<file path="src/core/hps_pkg.sv">
// Purpose: shared types and constants for the host port and pin select
// Assumes: one 50 MHz clock, straps static after power-up
// Notes:   no register bus; all control and status are plain ports
`default_nettype none
package hps_pkg;
    // ****************************************
    // Encodings
    // ****************************************
    localparam logic PORT_SPI        = 1'h0;
    localparam logic PORT_I2C        = 1'h1;
    localparam logic STRAP_PIN_SEL   = 1'h0;
    localparam logic RST_BIT         = 1'h0;
    localparam logic [1:0] RST_SEL   = 2'h0;

    typedef enum logic [1:0] {
        HPS_ST_SPI  = 2'h0,
        HPS_ST_I2C  = 2'h1
    } hps_port_type;

    // Serial side as seen by the protocol engines
    typedef struct packed {
        logic scl;
        logic sda_in;
        logic sck;
        logic mosi;
        logic chip_en;
    } hps_serial_type;

    // Pin-derived enables and scaling levels
    typedef struct packed {
        logic [3:0] buck_enable;
        logic [3:0] buck_scale_high;
        logic       clk_req_a_en;
        logic       clk_req_b_en;
        logic       power_request_pin_en;
        logic       sleep_req;
    } hps_enables_type;
endpackage : hps_pkg
`default_nettype wire

</file>
<file path="src/core/hps_pin_select.sv">
// Purpose: function select for shared host-port and enable pins
// Assumes: pins are asynchronous to ref_clk_i and are synchronised here
// Notes:   every top output comes from a flip-flop, so it lags pins by 3
`default_nettype none
module hps_pin_select (
    // Clock and reset
    input  wire  logic                    ref_clk_i,
    input  wire  logic                    rst_n_i,
    // Controller state and pin options
    input  wire  logic                    config_state_i,
    input  wire  logic [3:0]              buck_sel_is_scale_i,
    input  wire  logic                    clk_req_a_is_pi2c_i,
    input  wire  logic                    power_request_pin_is_clk_req_i,
    // Straps
    input  wire  logic                    serial_port_select_i,
    input  wire  logic                    startup_strap_b_i,
    // Load switch pins
    input  wire  logic                    load_switch_pin_a_i,
    input  wire  logic                    load_switch_pin_b_i,
    // Shared serial pins
    input  wire  logic                    sck_pin_i,
    input  wire  logic                    data_pin_i,
    input  wire  logic                    out_pin_i,
    input  wire  logic                    sel_pin_i,
    // Serial engine side
    input  wire  logic                    sda_drive_low_i,
    input  wire  logic                    miso_i,
    input  wire  logic                    general_pin_a_out_i,
    input  wire  logic                    general_pin_a_oe_i,
    input  wire  logic                    general_pin_b_out_i,
    input  wire  logic                    general_pin_b_oe_i,
    // Enable pins
    input  wire  logic [3:0]              buck_select_pin_i,
    input  wire  logic                    clock_request_a_i,
    input  wire  logic                    clock_request_b_i,
    input  wire  logic                    power_request_pin_i,
    // Pin drivers
    output logic                          data_pin_o,
    output logic                          data_pin_oe_o,
    output logic                          out_pin_o,
    output logic                          out_pin_oe_o,
    output logic                          sel_pin_o,
    output logic                          sel_pin_oe_o,
    // Decoded results
    output logic                          i2c_mode_o,
    output hps_pkg::hps_serial_type       serial_o,
    output logic                          general_pin_a_o,
    output logic                          general_pin_b_o,
    output logic                          pins_as_enables_o,
    output hps_pkg::hps_enables_type      enables_o,
    output logic                          pi2c_scl_o,
    output logic                          load_switch_on_bit_a_o,
    output logic                          load_switch_on_bit_b_o
);

    // ****************************************
    // Pin synchronisers
    // ****************************************
    localparam int NSYNC = 16;
    logic [NSYNC-1:0] meta_ff;
    logic [NSYNC-1:0] sync_ff;
    logic [NSYNC-1:0] pin_raw;

    assign pin_raw = {serial_port_select_i, startup_strap_b_i,
                      load_switch_pin_a_i, load_switch_pin_b_i,
                      sck_pin_i, data_pin_i, out_pin_i, sel_pin_i,
                      buck_select_pin_i, clock_request_a_i,
                      clock_request_b_i, power_request_pin_i,
                      config_state_i};

    always_ff @(posedge ref_clk_i or negedge rst_n_i) begin
        if (!rst_n_i) begin
            meta_ff <= '0;
            sync_ff <= '0;
        end else begin
            meta_ff <= pin_raw;
            sync_ff <= meta_ff;
        end
    end

    logic       s_port;
    logic       s_strap;
    logic       s_ls_a;
    logic       s_ls_b;
    logic       s_sck;
    logic       s_data;
    logic       s_out;
    logic       s_sel;
    logic [3:0] s_buck;
    logic       s_cra;
    logic       s_crb;
    logic       s_pwr;
    logic       s_cfg;

    assign {s_port, s_strap, s_ls_a, s_ls_b, s_sck, s_data, s_out, s_sel,
            s_buck, s_cra, s_crb, s_pwr, s_cfg} = sync_ff;

    // ****************************************
    // Registered outputs
    // ****************************************
    logic                      i2c_ff;
    logic                      nxt_i2c;
    hps_pkg::hps_port_type     nxt_mode;
    hps_pkg::hps_serial_type   serial_ff;
    hps_pkg::hps_serial_type   nxt_serial;
    hps_pkg::hps_enables_type  en_ff;
    hps_pkg::hps_enables_type  nxt_en;
    logic [5:0] drv_ff;
    logic [5:0] nxt_drv;
    logic       gpa_ff;
    logic       nxt_gpa;
    logic       gpb_ff;
    logic       nxt_gpb;
    logic       pin_en_ff;
    logic       nxt_pin_en;
    logic       pscl_ff;
    logic       nxt_pscl;
    logic       ls_a_ff;
    logic       nxt_ls_a;
    logic       ls_b_ff;
    logic       nxt_ls_b;

    always_comb begin
        nxt_serial = '0;
        nxt_en     = '0;
        nxt_drv    = '0;
        nxt_gpa    = 1'h0;
        nxt_gpb    = 1'h0;
        nxt_pscl   = 1'h0;
        nxt_mode = (s_port == hps_pkg::PORT_I2C) ? hps_pkg::HPS_ST_I2C
                                                  : hps_pkg::HPS_ST_SPI;
        nxt_i2c  = (nxt_mode == hps_pkg::HPS_ST_I2C);
        case (nxt_mode)
            hps_pkg::HPS_ST_I2C: begin
                nxt_serial.scl    = s_sck;
                nxt_serial.sda_in = s_data;
                nxt_drv[1:0]      = {1'h0, sda_drive_low_i};
                nxt_gpa           = s_out;
                nxt_drv[3:2]      = {general_pin_a_out_i, general_pin_a_oe_i};
                nxt_gpb           = s_sel;
                nxt_drv[5:4]      = {general_pin_b_out_i, general_pin_b_oe_i};
            end
            hps_pkg::HPS_ST_SPI: begin
                nxt_serial.sck     = s_sck;
                nxt_serial.mosi    = s_data;
                nxt_serial.chip_en = s_sel;
                nxt_drv[3:2]       = {miso_i, s_sel};
            end
            default: begin
                nxt_drv = '0;
            end
        endcase
        // strap low turns pins into enables
        nxt_pin_en = (s_strap == hps_pkg::STRAP_PIN_SEL);
        if (nxt_pin_en) begin
            // enable or two-level scaling per buck pin; request a is enable or PI2C SCL
            nxt_en.buck_enable     = s_buck & ~buck_sel_is_scale_i;
            nxt_en.buck_scale_high = s_buck & buck_sel_is_scale_i;
            nxt_en.clk_req_a_en    = s_cra & ~clk_req_a_is_pi2c_i;
            nxt_pscl               = s_cra & clk_req_a_is_pi2c_i;
            nxt_en.clk_req_b_en    = s_crb;
            nxt_en.power_request_pin_en      = s_pwr & power_request_pin_is_clk_req_i;
            nxt_en.sleep_req       = s_pwr & ~power_request_pin_is_clk_req_i;
        end
        // copy pin a in config state
        nxt_ls_a = s_cfg ? s_ls_a : ls_a_ff;
        // copy pin b in config state
        nxt_ls_b = s_cfg ? s_ls_b : ls_b_ff;
    end

    always_ff @(posedge ref_clk_i or negedge rst_n_i) begin
        if (!rst_n_i) begin
            i2c_ff    <= hps_pkg::RST_BIT;
            serial_ff <= '0;
            en_ff     <= '0;
            drv_ff    <= '0;
            gpa_ff    <= hps_pkg::RST_BIT;
            gpb_ff    <= hps_pkg::RST_BIT;
            pin_en_ff <= hps_pkg::RST_BIT;
            pscl_ff   <= hps_pkg::RST_BIT;
            ls_a_ff   <= hps_pkg::RST_BIT;
            ls_b_ff   <= hps_pkg::RST_BIT;
        end else begin
            i2c_ff    <= nxt_i2c;
            serial_ff <= nxt_serial;
            en_ff     <= nxt_en;
            drv_ff    <= nxt_drv;
            gpa_ff    <= nxt_gpa;
            gpb_ff    <= nxt_gpb;
            pin_en_ff <= nxt_pin_en;
            pscl_ff   <= nxt_pscl;
            ls_a_ff   <= nxt_ls_a;
            ls_b_ff   <= nxt_ls_b;
        end
    end

    // Open-drain SDA: value bit stays 0, only the enable moves
    assign data_pin_o             = drv_ff[1];
    assign data_pin_oe_o          = drv_ff[0];
    assign out_pin_o              = drv_ff[3];
    assign out_pin_oe_o           = drv_ff[2];
    assign sel_pin_o              = drv_ff[5];
    assign sel_pin_oe_o           = drv_ff[4];
    assign i2c_mode_o             = i2c_ff;
    assign serial_o               = serial_ff;
    assign general_pin_a_o        = gpa_ff;
    assign general_pin_b_o        = gpb_ff;
    assign pins_as_enables_o      = pin_en_ff;
    assign enables_o              = en_ff;
    assign pi2c_scl_o             = pscl_ff;
    assign load_switch_on_bit_a_o = ls_a_ff;
    assign load_switch_on_bit_b_o = ls_b_ff;
endmodule : hps_pin_select
`default_nettype wire

</file>
<file path="config.mk">
export PLATFORM = sky130hd
export DESIGN_NAME = hps_pin_select
export DESIGN_NICKNAME = d
export VERILOG_FILES = /design/src/core/hps_pkg.sv /design/src/core/hps_pin_select.sv
export SDC_FILE = /design/constraint.sdc
export NUM_CORES = 1
export LEC_CHECK = 0
export BUFFER_PORTS_ARGS = -buffer_cell sky130_fd_sc_hd__buf_2
export CORE_MARGIN = 10
export CORE_UTILIZATION = 45
export CTS_CLUSTER_DIAMETER = 30
export DETAILED_ROUTE_END_ITERATION = 10
export PLACE_DENSITY_LB_ADDON = 0.1
export SYNTH_ARGS = -nofsm -noshare
export SYNTH_HDL_FRONTEND = slang
export SYNTH_SLANG_ARGS = --single-unit
</file>
<file path="constraint.sdc">
create_clock -name ref_clk_i -period 0.9 [get_ports ref_clk_i]
set_input_delay 0.135 -clock ref_clk_i [delete_from_list [all_inputs] [get_ports ref_clk_i]]
set_output_delay 0.135 -clock ref_clk_i [all_outputs]
set_load 0.01 [all_outputs]
</file>
==> out/qor.txt <==
status = finished with violations
violated checks = setup timing
initial antenna violation count = 0
Root Buffer = clkbuf_8
final worst slack = -0.0662 ns
area added between synthesis and finish = 46.0%
Antenna Nets Post-Route = 0
Startpoint Class = flop
final instance area = 0.00258 mm^2
register clock-pin slew on the reported worst setup and hold paths = 0.06 ns
Final Util = 69.0%
largest net degree at the start of global routing = 62
syn_area_per_cell = 19.0 um^2
worst-skew pair later-pin latency = 0.32 ns
CTS tree = done
worst flop-to-flop path startpoint = sync_ff[14]
input/output buffers = 58
RSZ-0062 raised after global routing = yes
endpoint class of the critical path = primary output
Antenna Cells = 0
critical path class = reg -> out
drt wl/cell = 13.9 um
multi-input logic area = 215 um^2
critical-path cell with the highest stage delay = dfrtp_1
sequential area share after synthesis = 86.3%
Total Wirelength = 3280 um
leakage power total = 0.00131 uW
final-layout fill cell count = 274
grt ovf = 0
register bit count reported by yosys = 61
vias in the first global route = 1173
final hold violation count = 0
Die Height = 82.7 um
Crit path largest cell delay = 0.38 ns
io pins = 60
first-pass GRT wire length = 5200 um
post-layout min period = 0.966 ns
worst path required time = 0.76 ns
Hold Crit Class = in -> reg
final cell count without fillers = 236
Worst EP arrival = 0.83 ns
cell family with most CP delay = flip-flops
Yosys cell types = 11
max-slew violation count = 0
clock buffer depth = 2
share of layout cells above drive strength 1 = 41.0%
setup repair bufs after CTS = 0
Max Clk Rate = 1040 MHz
critical path fanouts, max = 2
CTS H-Tree Depth = 3
pwr/cell area = 2040 mW/mm^2
Mapped Nets = 123
Final setup viols = 29
Post-Place Cell Area = 0.00212 mm^2
Post-DP HPWL = 2240 um
Yosys top cell by area = dfrtp_1
CTS sink cnt = 61
Core Area = 0.00374 mm^2
DR vias/cell = 4.24
initial detailed-routing violation count = 24
Synth area leaders = dfrtp_1, and3b_1, mux2_2, nor3b_1, and2_1
worst hold start = general_pin_b_oe_i
share of the synthesized area in the top cell type = 86.3%
Sequential Area = 0.00153 mm^2
drt drc = 0
critical path, cell by cell = buf_2
Post-Syn Instances = 93
FP Rows = 22
Initial Util = 47.3%
crit path launch = load_switch_on_bit_a_o
max_cap viols = 0
TNS Setup = -1.14 ns
die area = 0.00684 mm^2
via count = 1001
Final Skew = 0.00671 ns
die width = 82.7 um
GP Congestion = 0.742
peak supply drop = 1190 uV
GRT Total Usage = 10.5%
nets@finish = 214
TritonCTS buffer count = 9
Cell Count Post-Placement = 198
Ys Warns = 0
Critical path buffers and inverters = 1
Post-Syn Area = 0.00177 mm^2
Final period util = 107%
drt pass-1 iters = 2
==> final timing paths <==
path / to / slack (ns) / cells after the start
setup reg to reg: enables_o[9] / 0.06 / 1
hold reg to reg: sync_ff[10] / 0.34 / 0
min in group asynchronous: sync_ff[6] / 0.35 / 3
setup / recovery: load_switch_on_bit_a_o / -0.07 / 1
hold / removal: drv_ff[4] / 0.04 / 2
max in group asynchronous: drv_ff[5] / 0.30 / 3
==> cell usage in the layout, fill, tap and decap left out <==
cell            n
buf_6          11
dfrtp_1        60
clkinv_2        2
dlygate4sd3_1  23
mux2_2          4
nor2b_1         4
clkbuf_1        3
buf_2          47
and3b_1         6
inv_1           1
nor3b_1         6
buf_4           1
conb_1          1
clkbuf_8       10
dfrtp_2         1
and2_1          7
buf_12          1
==> cell type report <==
type                       instances  share of cell area, %
timing repair buffer              83                   23.9
multi-input combinational         28                   8.33
clock buffer                      13                   5.77
tap                               48                   2.33
sequential                        61                   59.2
inverter                           1                  0.145
clock inverter                     2                  0.388
==> sequential cells by signal (all words and copies together) (netlist names) <==
register,flops
pi2c_scl_o,1
meta_ff,16
load_switch_on_bit_a_o,1
enables_o,12
general_pin_a_o,1
load_switch_on_bit_b_o,1
general_pin_b_o,1
pins_as_enables_o,1
drv_ff,5
sync_ff,16
serial_o,5
i2c_mode_o,1
==> cells by family (layout without fill, tap and decap cells) <==
| logic type | after synthesis | count (layout) | synth area share, % |
|---|---|---|---|
| buf+inv | 4 | 99 | 1.56 |
| mux | 4 | 4 | 2.55 |
| simple gates | 23 | 23 | 9.41 |
| other cells | 1 | 1 | 0.212 |
| flops | 61 | 61 | 86.3 |
==> report_power, final <==
group          total (uW)  switching [uW]  internal [uW]
registers            2940            53.2           2880
logic                 401             168            233
clock network        1940             886           1050
==> metrics by stage <==
step / total power (uW) / hold WS, ns / setup slack, ns
finish: 5270 / 0.0370 / -0.0662
global route: 5530 / 0.0227 / -0.113
CTS: 5340 / 0.0218 / -0.0888
detailed placement: 3290 / 0.161 / -0.00504
global placement: 3270 / 0.156 / 0.0319
floorplan: 3070 / -0.161 / 0.0925
==> synthesized netlist by cell type <==
cell and count:
nor2b_1 4, mux2_2 4, inv_1 1, buf_2 1
nor3b_1 6, buf_6 1, buf_4 1, dfrtp_1 61
conb_1 1, and3b_1 6, and2_1 7
==> metal layers <==
layer	vias up	track usage [%]	wire, um
met5	-	0	0
met4	0	5.52	46
met3	5	6.48	354
met2	39	17.1	1650
met1	484	10.1	1230
li1	473	-	-
==> repair_timing <==
action,in CTS,in global routing
endpoints found under the hold margin,83,0
hold buffers,23,0
endpoints found under the setup margin,34,29
resized for setup,6,6
(Power assumes the default switching activity.)
